File: src/asram_map.svh
// offsets-free constant map for the async memory host controller: widths and timing counts
`ifndef ASRAM_MAP_SVH
`define ASRAM_MAP_SVH
`define ASRAM_ADDR_W 19
`define ASRAM_DATA_W 16
`define ASRAM_CLK_PERIOD_NS 10
// read cycle time and write pulse width, slowest grade
`define ASRAM_T_RC_NS 55
`define ASRAM_T_PWE_NS 45
`define ASRAM_T_SD_NS 30
`define ASRAM_T_HZ_NS 20
`define ASRAM_RD_CYC ((`ASRAM_T_RC_NS + `ASRAM_CLK_PERIOD_NS - 1) / `ASRAM_CLK_PERIOD_NS)
`define ASRAM_WR_CYC ((`ASRAM_T_PWE_NS + `ASRAM_CLK_PERIOD_NS - 1) / `ASRAM_CLK_PERIOD_NS)
`define ASRAM_TURN_CYC ((`ASRAM_T_HZ_NS + `ASRAM_CLK_PERIOD_NS - 1) / `ASRAM_CLK_PERIOD_NS)
`endif

File: src/asram_pkg.sv
// types for the async memory host controller
package asram_pkg;
    typedef enum logic [2:0] {ASRAM_IDLE, ASRAM_RD, ASRAM_WR, ASRAM_WR_END, ASRAM_TURN} asram_state_e;
endpackage

File: src/asram_host.sv
// host controller that drives an asynchronous 16-bit byte-lane static memory
`timescale 1ns/1ps
`default_nettype none
`include "asram_map.svh"
module asram_host
    import asram_pkg::*;
#(
    parameter int ADDR_W = `ASRAM_ADDR_W,
    parameter int DATA_W = `ASRAM_DATA_W,
    parameter int RD_CYC = `ASRAM_RD_CYC,
    parameter int WR_CYC = `ASRAM_WR_CYC,
    parameter int TURN_CYC = `ASRAM_TURN_CYC
) (
    // clocking
    input wire logic sys_clk,
    input wire logic reset,
    input wire logic clk_en,
    // user request
    input wire logic req_valid,
    output logic req_ready,
    input wire logic req_write,
    input wire logic [ADDR_W-1:0] req_addr,
    input wire logic [DATA_W-1:0] req_wdata,
    input wire logic [1:0] req_byte_en,
    // user answer
    output logic rsp_valid,
    output logic [DATA_W-1:0] rsp_rdata,
    // memory pins
    output logic [ADDR_W-1:0] word_address,
    output logic select_low_active,
    output logic select_high_active,
    output logic output_enable_n,
    output logic write_enable_n,
    output logic lower_byte_enable_n,
    output logic upper_byte_enable_n,
    output logic [DATA_W-1:0] data_bus_out,
    output logic data_bus_oe_n,
    input wire logic [DATA_W-1:0] data_bus_in
);
    // ************************************
    // state
    // ************************************
    asram_state_e state_r;
    logic [7:0] cnt_r;
    logic [1:0] be_r;
    logic [DATA_W-1:0] rd_sync;
    logic rsp_r;
    logic [DATA_W-1:0] rdata_r;

    asram_sync #(.W(DATA_W)) u_sync (
        .sys_clk(sys_clk),
        .reset(reset),
        .clk_en(clk_en),
        .d(data_bus_in),
        .q(rd_sync)
    );

    // ready only when idle so a request never lands mid-cycle
    assign req_ready = (state_r == ASRAM_IDLE);
    assign rsp_valid = rsp_r;
    assign rsp_rdata = rdata_r;

    always_ff @(posedge sys_clk)
    begin
        if (reset)
        begin
            state_r <= ASRAM_IDLE;
            cnt_r <= 8'h00;
        end
        else if (clk_en)
        begin
            unique case (state_r)
                ASRAM_IDLE:
                begin
                    if (req_valid)
                    begin
                        state_r <= req_write ? ASRAM_WR : ASRAM_RD;
                        // two extra cycles cover the read synchroniser
                        cnt_r <= req_write ? 8'(WR_CYC) : 8'(RD_CYC + 2);
                    end
                end
                ASRAM_RD:
                begin
                    cnt_r <= cnt_r - 8'h01;
                    if (cnt_r == 8'h01)
                    begin
                        state_r <= ASRAM_TURN;
                        cnt_r <= 8'(TURN_CYC);
                    end
                end
                ASRAM_WR:
                begin
                    cnt_r <= cnt_r - 8'h01;
                    if (cnt_r == 8'h01)
                        state_r <= ASRAM_WR_END;
                end
                ASRAM_WR_END:
                begin
                    state_r <= ASRAM_IDLE;
                end
                ASRAM_TURN:
                begin
                    cnt_r <= cnt_r - 8'h01;
                    if (cnt_r <= 8'h01)
                        state_r <= ASRAM_IDLE;
                end
            endcase
        end
    end

    // ************************************
    // memory pins
    // ************************************
    // address and lanes latch at acceptance, on the same edge that asserts the selects
    always_ff @(posedge sys_clk)
    begin
        if (reset)
        begin
            word_address <= '0;
            be_r <= 2'h0;
            data_bus_out <= '0;
        end
        else if (clk_en && state_r == ASRAM_IDLE && req_valid)
        begin
            word_address <= req_addr;
            be_r <= req_byte_en;
            data_bus_out <= req_wdata;
        end
    end

    always_ff @(posedge sys_clk)
    begin
        if (reset)
        begin
            select_low_active <= 1'b1;
            select_high_active <= 1'b0;
            output_enable_n <= 1'b1;
            write_enable_n <= 1'b1;
            lower_byte_enable_n <= 1'b1;
            upper_byte_enable_n <= 1'b1;
            data_bus_oe_n <= 1'b1;
        end
        else if (clk_en)
        begin
            // write enable held high in reads; write ends on its rise
            write_enable_n <= !(state_r == ASRAM_IDLE && req_valid && req_write)
                && !(state_r == ASRAM_WR && cnt_r != 8'h01);
            // selects and lanes stay up one cycle past write enable rise
            select_low_active <= !(state_r == ASRAM_IDLE && req_valid)
                && !(state_r == ASRAM_RD) && !(state_r == ASRAM_WR);
            select_high_active <= (state_r == ASRAM_IDLE && req_valid)
                || state_r == ASRAM_RD || state_r == ASRAM_WR;
            output_enable_n <= !(state_r == ASRAM_IDLE && req_valid && !req_write)
                && !(state_r == ASRAM_RD && cnt_r != 8'h01);
            lower_byte_enable_n <= (state_r == ASRAM_IDLE && req_valid) ? !req_byte_en[0]
                : (state_r == ASRAM_RD || state_r == ASRAM_WR) ? !be_r[0] : 1'b1;
            upper_byte_enable_n <= (state_r == ASRAM_IDLE && req_valid) ? !req_byte_en[1]
                : (state_r == ASRAM_RD || state_r == ASRAM_WR) ? !be_r[1] : 1'b1;
            // data driven until the cycle after write enable rises: hold
            data_bus_oe_n <= !(state_r == ASRAM_IDLE && req_valid && req_write)
                && !(state_r == ASRAM_WR);
        end
    end

    // ************************************
    // read answer
    // ************************************
    always_ff @(posedge sys_clk)
    begin
        if (reset)
        begin
            rsp_r <= 1'b0;
            rdata_r <= '0;
        end
        else if (clk_en)
        begin
            rsp_r <= (state_r == ASRAM_RD && cnt_r == 8'h01) || state_r == ASRAM_WR_END;
            if (state_r == ASRAM_RD && cnt_r == 8'h01)
                // floated lanes read as zero
                rdata_r <= rd_sync & {{8{be_r[1]}}, {8{be_r[0]}}};
        end
    end
endmodule
`default_nettype wire

File: src/asram_sync.sv
// two-flop synchroniser for the read data bus
`timescale 1ns/1ps
`default_nettype none
module asram_sync #(
    parameter int W = 16
) (
    // clocking
    input wire logic sys_clk,
    input wire logic reset,
    input wire logic clk_en,
    // data
    input wire logic [W-1:0] d,
    output logic [W-1:0] q
);
    logic [W-1:0] meta_r;
    always_ff @(posedge sys_clk)
    begin
        if (reset)
        begin
            meta_r <= '0;
            q <= '0;
        end
        else if (clk_en)
        begin
            meta_r <= d;
            q <= meta_r;
        end
    end
endmodule
`default_nettype wire

File: config.mk
export PLATFORM = sky130hd
export DESIGN_NAME = asram_host
export DESIGN_NICKNAME = d
export VERILOG_FILES = /design/src/asram_pkg.sv /design/src/asram_host.sv /design/src/asram_sync.sv
export VERILOG_INCLUDE_DIRS = /design/src
export SDC_FILE = /design/constraint.sdc
export NUM_CORES = 1
export LEC_CHECK = 0
export ABC_AREA = 1
export BUFFER_PORTS_ARGS = -buffer_cell sky130_fd_sc_hd__buf_2
export CORE_MARGIN = 1
export CORE_UTILIZATION = 30
export DETAILED_ROUTE_END_ITERATION = 10
export PLACE_DENSITY = 0.59
export SLEW_MARGIN = 20
export SYNTH_ARGS = -nofsm -noshare
export SYNTH_HDL_FRONTEND = slang
export SYNTH_SLANG_ARGS = --single-unit
File: constraint.sdc
create_clock -name sys_clk -period 2.2 [get_ports sys_clk]
set_input_delay 0.66 -clock sys_clk [delete_from_list [all_inputs] [get_ports sys_clk]]
set_output_delay 0.66 -clock sys_clk [all_outputs]
set_load 0.05 [all_outputs]
==> results by group, run 1 <==
Status
  • Status: finished clean

Critical path
  • Worst-path fanout max: 4
  • CP Class: reg2out
  • Crit path arrival time: 1.24 ns
  • Endpoint class of the critical path: output pin
  • CP required: roughly 1.5 ns
  • Startpoint Class: register

Detailed routing
  • Final WL: 9700 um
  • Routed WL per cell: around 12 um
  • Post-route DRC: 0
  • Vias after detailed routing: about 3700
  • Drt via density: 4.51
  • Drt first pass iters: 4
  • Final ANT Viol Nets: 0
  • Initial DRC count: between 100 and 150

Yosys
  • Post-synth EDFFs: 0
  • Largest family of logic cells by synthesized area: simple AND/OR/NAND/NOR gates
  • Mapped cell area: between 0.004 and 0.005 sq mm
  • Count leader, synth: nor2_1
  • Synth area leader: dfxtp_1
  • Mux cell area share after synthesis: 0%
  • Commonest cells in the netlist: nor2_1 (147), dfxtp_1 (104), o21ai_0 (76), nand2_1 (55), nand3_1 (32)
  • Post-Synth Adder-Cell Area: 0.612%
  • Flop and latch count out of synthesis: ~100
  • Synth Warn #: 0
  • Area contributors post-synth: dfxtp_1 (51%), nor2_1 (13%), o21ai_0 (9.3%)
  • Post-synth top flop: dfxtp_1
  • Synth Area in Compound Gates: between 10% and 20%
  • Post-synth net total: ~590
  • Post-synthesis sequential area ratio: 50.9%
  • Mean post-synth cell area: 7.70 sq um
  • Simple-Gate Fraction of Synth Area: 27.8%
  • Post-Syn Instances: 531
  • Top cell type's share of synthesized area: about half
  • Post-synth cell types: 31
  • Async SR Flop Fraction: 0%
  • Post-synthesis xor/xnor area fraction: less than 1%

GRT
  • Total global routing overflow: 0
  • Antenna violations before repair: 0
  • First-pass GRT wire length: 16300 um
  • Vias in the first global route: ~3500
  • Total track usage: roughly 15%
  • Largest net degree at the start of global routing: 41

Flow run
  • Max cap viols: 0

Timing
  • Setup tns final: 0 ns
  • Final-report max-slew violation count: 0
  • Final WS setup: about 0.3 ns
  • Rel. slew slack: about two thirds
  • Min Tclk post-route: ~1.9 ns
  • Hold Vio Cnt, Final: 0
  • Clk_skew: about 0.0046 ns
  • Worst Tran Pin Value: 0.486 ns
  • Final worst-path cycle share: between 80% and 90%
  • Max frequency: 525 MHz
  • Unrepaired setup endpoints after global routing: no
  • Finish-stage setup viols: 0

Placement
  • Dpl ws: approximately 0.23 ns
  • GP Congestion: between 0.8 and 0.9
  • Hpwl dp: 6870 um
  • IO buf count: roughly 120

Power and ir drop
  • Clock power share: 23.4%
  • LEAKAGE: 0.00238 uW
  • Pint: 3650 uW
  • Switching share of power: between 40 and 50%
  • Sequential power share: 38.4%
  • Peak supply drop: around 0.73 mV
  • Gate power share: between 30% and 40%
  • P per Cell Area: ~1200 mW/mm^2
  • Switch Pwr: between 2000 and 3000 uW

CTS
  • Clk sinks: about 100
  • TritonCTS clock tree: done
  • Clk buf depth: 2
  • Clock-pin transition on the worst setup and hold timing paths: ~0.07 ns
  • PostCTS Resize Cnt: 0
  • Hold buffers post-CTS: 0
  • H-Tree Depth: 3
  • Total CTS buffers: 9
  • Skew-Pair Late Insertion Delay: around 0.35 ns
  • Setup repair bufs after CTS: 0
  • CTS root buf: clkbuf_16

Die
  • Chip width: ~120 um
  • FP Rows: 42
  • Initial core utilization: 30.9%
  • DIE AREA: between 0.01 and 0.015 sq mm
  • Top Ports: 118
  • Core ar.: 0.0132 sq mm
  • Die height: 119 um

Min path
  • Hold Path Class: reg2reg

Layout
  • Number of diodes: 0
  • Layout cells sized above 1: a little over a quarter
  • Area grow syn2layout: 23.8%
  • Final #Nets: roughly 700
[power groups by stage]
stage / clock network, uW / registers, uW / logic (uW)
4_1_cts: 1540 / 2420 / 2430
6_report: 1470 / 2420 / 2400
3_3_place_gp: 0 / 2450 / 2390
5_1_grt: 1620 / 2460 / 2680
3_5_place_dp: 0 / 2450 / 2430
2_1_floorplan: 0 / 2990 / 1380
[final timing paths]
check	from	end	slack, ns	cells past startpoint
setup / recovery	state_r[1]	req_ready	0.30	4
hold / removal	data_bus_oe_n	data_bus_oe_n	0.45	2
setup reg to reg	state_r[1]	data_bus_out[8]	0.43	9
hold reg to reg	data_bus_oe_n	data_bus_oe_n	0.45	2
[registers in the layout, summed over array words and instances, names as in the netlist]
register and count:
data_bus_oe_n 1, be_r 2, rsp_valid 1, u_sync.meta_r 16, rsp_rdata 16, lower_byte_enable_n 1, cnt_r 8, u_sync.q 16
select_low_active 1, select_high_active 1, write_enable_n 1, upper_byte_enable_n 1, word_address 19, output_enable_n 1, state_r 3, data_bus_out 16
[stage by stage]
| step | instance area, sq um | utilization [%] | cells | power [uW] | hold slack [ns] |
|---|---|---|---|---|---|
| after floorplan | 4090 | - | 531 | 4370 | 0.449 |
| after global placement | 4790 | 36.2 | 802 | 4840 | 0.446 |
| after detailed placement | 4790 | 36.2 | 802 | 4880 | 0.448 |
| after CTS | 5060 | 38.2 | 816 | 6390 | 0.461 |
| after global routing | 5060 | 38.2 | 816 | 6760 | 0.480 |
| final | 5060 | 38.2 | 816 | 6290 | 0.454 |
[routing by layer]
| layer | global-route usage [%] | wire [um] | vias to the layer above |
|---|---|---|---|
| met2 | 23.9 | 4410 | 97 |
| met5 | 0 | 0 | - |
| met4 | 7.67 | 272 | 0 |
| li1 | - | - | 1919 |
| met3 | 4.78 | 568 | 17 |
| met1 | 17.3 | 4450 | 1649 |
[layout by cell type, fill, tap and decap left out, types with 2 or more instances in the layout]
master,instances
a21oi_1,26
nor2_1,147
nor2_4,2
nand2_4,2
clkinvlp_4,3
nor2_8,2
o21bai_1,2
nor2_2,11
inv_2,7
buf_2,117
nand2_2,5
dfxtp_1,104
o21ai_0,76
ha_1,2
buf_4,6
nand3_2,2
clkbuf_16,9
nand2_1,55
inv_1,17
nand3_1,32
[worst max-delay path, cell delays in order, from the launching register on]
cell and delay (ns):
dfxtp_1 0.34, inv_2 0.09, nand2_2 0.08, nor2_4 0.11, buf_2 0.27
[area by class of cell]
type                    count  area [sq um]
clock buffers              10           239
clock inverters             4          31.3
flip-flops and latches    104          2080
well taps                 176           220
repair buffers            124           651
inverters                  25          96.3
multi-input cells         373          1740
fillers                  1423          8180
[kinds of logic after synthesis]
group	Yosys count
compound gates	109
fa+ha+maj	2
buf+inv	54
xor+xnor	2
flops	104
simple gates	260
(Power assumes the default switching activity.)
==> run 2: changes to the inputs <==
ABC_AREA = not set   (was 1)
CTS_CLUSTER_DIAMETER = 40   (was not set)
==> results by group, run 2 <==
Status
  • Status: finished clean

Critical path
  • Slowest Stage Delay on Critical Path: about 0.44 ns
  • Worst R2R End: state_r[2]
  • Startpoint Class: register
  • Cell breakdown of the critical path: nor3_2, buf_2
  • Worst-path fanout max: 14
  • R2r setup slk: around 0.27 ns
  • RR Startpoint: cnt_r[1]
  • CP required: 1.54 ns
  • Slowest CP cell: dfxtp_1
  • CP Class: reg2out
  • Endpoint class of the critical path: output pin
  • Crit path arrival time: 1.44 ns
  • R2R cell count: 7

CTS
  • TritonCTS clock tree: done
  • Total CTS buffers: 9
  • Clock-pin transition on the worst setup and hold timing paths: approximately 0.06 ns
  • Skew-Pair Late Insertion Delay: about 0.34 ns
  • H-Tree Depth: 3
  • PostCTS Resize Cnt: 0
  • Clk sinks: about 100
  • Hold buffers post-CTS: 0
  • Clk buf depth: 2
  • CTS root buf: clkbuf_16
  • Setup repair bufs after CTS: 0

Timing
  • Finish-stage setup viols: 0
  • Min Tclk post-route: about 2.1 ns
  • Unrepaired setup endpoints after global routing: no
  • Hold Vio Cnt, Final: 0
  • Final WS setup: 0.105 ns
  • Clk_skew: between 0.008 and 0.009 ns
  • Rel. slew slack: between 60 and 70%
  • Final-report max-slew violation count: 0
  • Worst Tran Pin Value: 0.543 ns
  • Max frequency: 477 MHz
  • Setup tns final: 0 ns
  • Final worst-path cycle share: between 90% and 100%

Die
  • Top Ports: around 120
  • Core ar.: between 0.01 and 0.015 sq mm
  • Die height: about 120 um
  • DIE AREA: 0.0141 sq mm
  • FP Rows: 42
  • Chip width: about 120 um
  • Initial core utilization: 30.8%

Detailed routing
  • Drt first pass iters: 4
  • Final ANT Viol Nets: 0
  • Vias after detailed routing: 3555
  • Final WL: about 10000 um
  • Initial DRC count: between 100 and 150
  • Post-route DRC: 0
  • Drt via density: between 4 and 5
  • Routed WL per cell: approximately 13 um

Placement
  • Dpl ws: around 0.17 ns
  • GP Congestion: between 0.7 and 0.8
  • Hpwl dp: 7180 um
  • Placed Instances: about 740
  • IO buf count: between 100 and 150

Layout
  • Number of diodes: 0
  • Fillcell total: between 1000 and 1500
  • Most frequent cells in the layout: buf_2 (116), dfxtp_1 (104), nand2_1 (98), a21oi_1 (67), nor2_1 (39)
  • Largest register FFs: 19
  • Area grow syn2layout: 25.5%
  • Final core occ: between 30% and 40%
  • Non-Filler Instances: 760
  • Final #Nets: 639
  • Most common cell after layout, fill and taps aside: buf_2
  • Largest Register: word_address
  • Layout cells sized above 1: about a quarter

Yosys
  • Synth Area in Compound Gates: about 14%
  • Mean post-synth cell area: ~8.7 sq um
  • Post-synth cell types: 51
  • Largest family of logic cells by synthesized area: simple AND/OR/NAND/NOR gates
  • Post-Synth Adder-Cell Area: 0.610%
  • Post-synth net total: between 500 and 600
  • Post-synthesis xor/xnor area fraction: less than 1%
  • Flop and latch count out of synthesis: approximately 100
  • Simple-Gate Fraction of Synth Area: between 20% and 30%
  • Async SR Flop Fraction: 0%
  • Count leader, synth: dfxtp_1
  • Synth area leader: dfxtp_1
  • Area contributors post-synth: dfxtp_1 (51%), nand2_1 (9.0%), a21oi_1 (8.2%)
  • Post-synth top flop: dfxtp_1
  • Mux cell area share after synthesis: 7.81%
  • Commonest cells in the netlist: dfxtp_1 (104), nand2_1 (98), a21oi_1 (67), nor2_1 (39), mux2i_1 (32)
  • Post-Syn Instances: approximately 470
  • Post-synth EDFFs: 0
  • Top cell type's share of synthesized area: between 50% and 60%
  • Synth Warn #: 0
  • Post-synthesis sequential area ratio: about 51%
  • Mapped cell area: 0.00410 sq mm

GRT
  • First-pass GRT wire length: 16100 um
  • Vias in the first global route: about 3400
  • Total global routing overflow: 0
  • Largest net degree at the start of global routing: between 50 and 60
  • Total track usage: roughly 14%
  • Antenna violations before repair: 0

Flow run
  • Max cap viols: 0

Power and ir drop
  • Peak supply drop: ~0.38 mV
  • P per Cell Area: 837 mW/mm^2
  • LEAKAGE: 0.00222 uW

Min path
  • Hold wc startpoint: data_bus_out[15]
  • Worst hold endpoint: data_bus_out[15]
  • WHS Path Cells: 2
  • Hold Path Class: reg2reg
run 2: cell types whose count changed after synthesis, moves of 5 or more:
cell	previous run	this run
nor2_1	147	39
o21ai_0	76	13
nand2_1	55	98
a21oi_1	26	67
mux2i_1	0	32
inv_1	18	4
nand3_1	32	19
nor2_2	11	0
inv_2	6	0
a211oi_1	0	5
buf_2	5	10
run 2: worst max path at each step:
stage                     cells after the start               end        from
after global routing                          2         req_ready  state_r[0]
final                                         2         req_ready  state_r[0]
after CTS                                     2         req_ready  state_r[0]
after global placement                        6          cnt_r[3]   req_valid
after detailed placement                      5      rsp_rdata[2]      clk_en
after floorplan                               6  data_bus_out[10]  state_r[2]
run 2: where the power goes:
| part | internal, uW | switching (uW) |
|---|---|---|
| sequential | 1970 | 69.4 |
| clock | 918 | 669 |
| combinational | 233 | 444 |
| total | 3120 | 1180 |
run 2: metal layers:
| layer | vias up | GRT usage, % | wire, um |
|---|---|---|---|
| met5 | - | 0 | 0 |
| met4 | 0 | 5.54 | 176 |
| met3 | 15 | 3.54 | 375 |
| met2 | 69 | 24.2 | 4970 |
| met1 | 1646 | 16.9 | 4440 |
| li1 | 1825 | - | - |
run 2: critical path: cells and delay by family, from the launching register on:
kind / cells / cell delay (ns)
buffers and inverters: 1 / 0.33
DFF: 1 / 0.44
and+or+nand+nor: 1 / 0.32
run 2: layout make-up:
| type | instances | area (sq um) | share of cell area, % |
|---|---|---|---|
| Timing Repair Buffer | 128 | 683 | 13.3 |
| Multi-Input combinational cell | 331 | 1840 | 35.8 |
| Sequential cell | 104 | 2080 | 40.4 |
| Clock inverter | 4 | 52.6 | 1.02 |
| Clock buffer | 12 | 246 | 4.79 |
| Inverter | 5 | 18.8 | 0.365 |
| Tap cell | 176 | 220 | 4.28 |
run 2: per-stage QoR:
step	hold WS (ns)	cell area [sq um]	total power, uW
floorplan	0.460	4100	2570
global placement	0.435	4850	2750
detailed placement	0.446	4850	2760
CTS	0.454	5150	4360
global route	0.473	5150	4510
finish	0.450	5150	4310
run 2: cells by family after synthesis:
logic type | count (synthesis)
multiplexers | 32
adder cells (fa/ha/maj) | 2
flip-flops | 104
buffers and inverters | 36
XOR/XNOR | 3
AO/OA/AOI/OAI | 103
AND/OR/NAND/NOR | 191
==> run 3: changes to the inputs <==
CELL_PAD_IN_SITES_DETAIL_PLACEMENT = 1   (was not set)
CELL_PAD_IN_SITES_GLOBAL_PLACEMENT = 1   (was not set)
PLACE_DENSITY = 0.73   (was 0.59)
==> results by group, run 3 (synthesis results as in run 2) <==
Status
  • Status: finished clean

Layout
  • Most common cell after layout, fill and taps aside: buf_2
  • Layout cells sized above 1: 27.0%
  • Final core occ: approximately two fifths
  • Number of diodes: 0
  • Most frequent cells in the layout: buf_2 (115), dfxtp_1 (104), nand2_1 (98), a21oi_1 (67), nor2_1 (39)
  • Fillcell total: about 1600
  • Largest register FFs: 19
  • Multi-input logic area: roughly 0.0018 sq mm
  • Area grow syn2layout: 25.4%
  • Largest Register: word_address
  • Final #Nets: 641
  • Sequential standard cell area: 0.00208 sq mm

Placement
  • IO buf count: roughly 120
  • Hpwl dp: between 8000 and 9000 um
  • GP Congestion: 0.814

CTS
  • TritonCTS clock tree: done
  • Hold buffers post-CTS: 0
  • Total CTS buffers: 9
  • Clock-pin transition on the worst setup and hold timing paths: approximately 0.07 ns
  • CTS root buf: clkbuf_16
  • Setup repair bufs after CTS: 0
  • Skew-Pair Late Insertion Delay: between 0.3 and 0.4 ns
  • Clk sinks: roughly 100
  • H-Tree Depth: 3
  • Clk buf depth: 2
  • PostCTS Resize Cnt: 0

Critical path
  • CP required: about 1.5 ns
  • CP Class: reg2out
  • Endpoint class of the critical path: output pin
  • R2R cell count: 7
  • Worst R2R End: rsp_rdata[11]
  • Crit path arrival time: between 1 and 1.5 ns
  • R2r setup slk: about 0.20 ns
  • RR Startpoint: cnt_r[1]
  • Startpoint Class: register
  • Worst-path fanout max: 11

Detailed routing
  • Final ANT Viol Nets: 0
  • Routed WL per cell: approximately 15 um
  • Drt first pass iters: 4
  • Drt via density: 4.76
  • Final WL: roughly 11000 um
  • Vias after detailed routing: 3620
  • Initial DRC count: approximately 100
  • Post-route DRC: 0

Power and ir drop
  • Power Total: 4240 uW
  • Clock power share: 35.4%
  • Peak supply drop: around 0.33 mV
  • Switching share of power: approximately 29%
  • P per Cell Area: ~830 mW/mm^2
  • LEAKAGE: approximately 0.0022 uW
  • Gate power share: between 10% and 20%
  • Sequential power share: between 40% and 50%
  • Pint: 3030 uW
  • Switch Pwr: roughly 1200 uW

Timing
  • Min Tclk post-route: between 2 and 2.5 ns
  • Rel. slew slack: between 50% and 60%
  • Max frequency: about 470 MHz
  • Hold Vio Cnt, Final: 0
  • Worst Tran Pin Value: slightly above 0.6 ns
  • Final worst-path cycle share: between 90% and 100%
  • Finish-stage setup viols: 0
  • Final-report max-slew violation count: 0
  • Clk_skew: ~0.0074 ns
  • Hold_ws: 0.452 ns

GRT
  • Largest net degree at the start of global routing: 57
  • First-pass GRT wire length: around 19000 um
  • Total track usage: around 16%
  • Antenna violations before repair: 0
  • Total global routing overflow: 0
  • Vias in the first global route: approximately 3800

Min path
  • Hold Path Class: reg2reg
  • WHS Path Cells: 2
  • Worst hold endpoint: rsp_rdata[6]
  • Hold wc startpoint: rsp_rdata[6]

Die
  • Core ar.: ~0.013 sq mm
  • DIE AREA: roughly 0.014 sq mm
  • Chip width: between 100 and 150 um
  • Die height: between 100 and 150 um
  • Top Ports: 118
  • Initial core utilization: between 30% and 40%
  • FP Rows: 42

Flow run
  • Max cap viols: 0
-- run 3: cell count changes in the layout (fill, tap and decap cells not counted) --
cell        change
clkbuf_8        +1
clkbuf_4        +1
buf_2           -1
buf_4           +2
clkinv_2        +1
inv_6           -1
clkinvlp_4      +1
bufinv_16       -1
clkbuf_1        -1
clkinv_4        -1
-- run 3: layout make-up --
cell class | count | share of cell area [%]
flip-flops and latches | 104 | 40.5
multi-input cells | 331 | 35.9
clock buffers | 12 | 4.99
clock inverters | 3 | 0.341
repair buffers | 130 | 13.6
inverters | 5 | 0.365
well taps | 176 | 4.28
-- run 3: how the worst max path moves through the flow --
| stage | startpoint | endpoint | depth (start not counted) |
|---|---|---|---|
| 2_1_floorplan | state_r[2] | data_bus_out[10] | 6 |
| 3_3_place_gp | req_valid | cnt_r[3] | 6 |
| 3_5_place_dp | req_valid | cnt_r[3] | 6 |
| 4_1_cts | state_r[2] | req_ready | 2 |
| 5_1_grt | state_r[2] | req_ready | 2 |
| 6_report | state_r[2] | req_ready | 2 |
-- run 3: stage by stage --
step           setup slack (ns)  TNS, ns  area, sq um  std cells
2_1_floorplan            0.0564        0         4100        471
3_3_place_gp              0.207        0         4860        746
3_5_place_dp              0.178        0         4860        746
4_1_cts                  0.0556        0         5140        761
5_1_grt                 -0.0107  -0.0107         5140        761
6_report                 0.0523        0         5140        761
-- run 3: power by group through the flow --
stage | clock network (uW) | logic [uW] | registers [uW]
after CTS | 1560 | 700 | 2040
after global routing | 1630 | 757 | 2060
after detailed placement | 0 | 697 | 2090
after floorplan | 0 | 351 | 2220
after global placement | 0 | 675 | 2080
final | 1500 | 698 | 2040
-- run 3: critical path: stages (launching register included) --
cell	delay (ns)
dfxtp_1	0.44
nor3_2	0.38
clkbuf_4	0.32
-- run 3: metal layers --
layer / vias up / GRT usage, % / share of wire (%)
met5: - / 0 / 0
met1: 1729 / 19.0 / 44
met2: 63 / 28.5 / 50
met4: 0 / 6.09 / 1.6
met3: 12 / 4.65 / 4.2
li1: 1816 / - / -
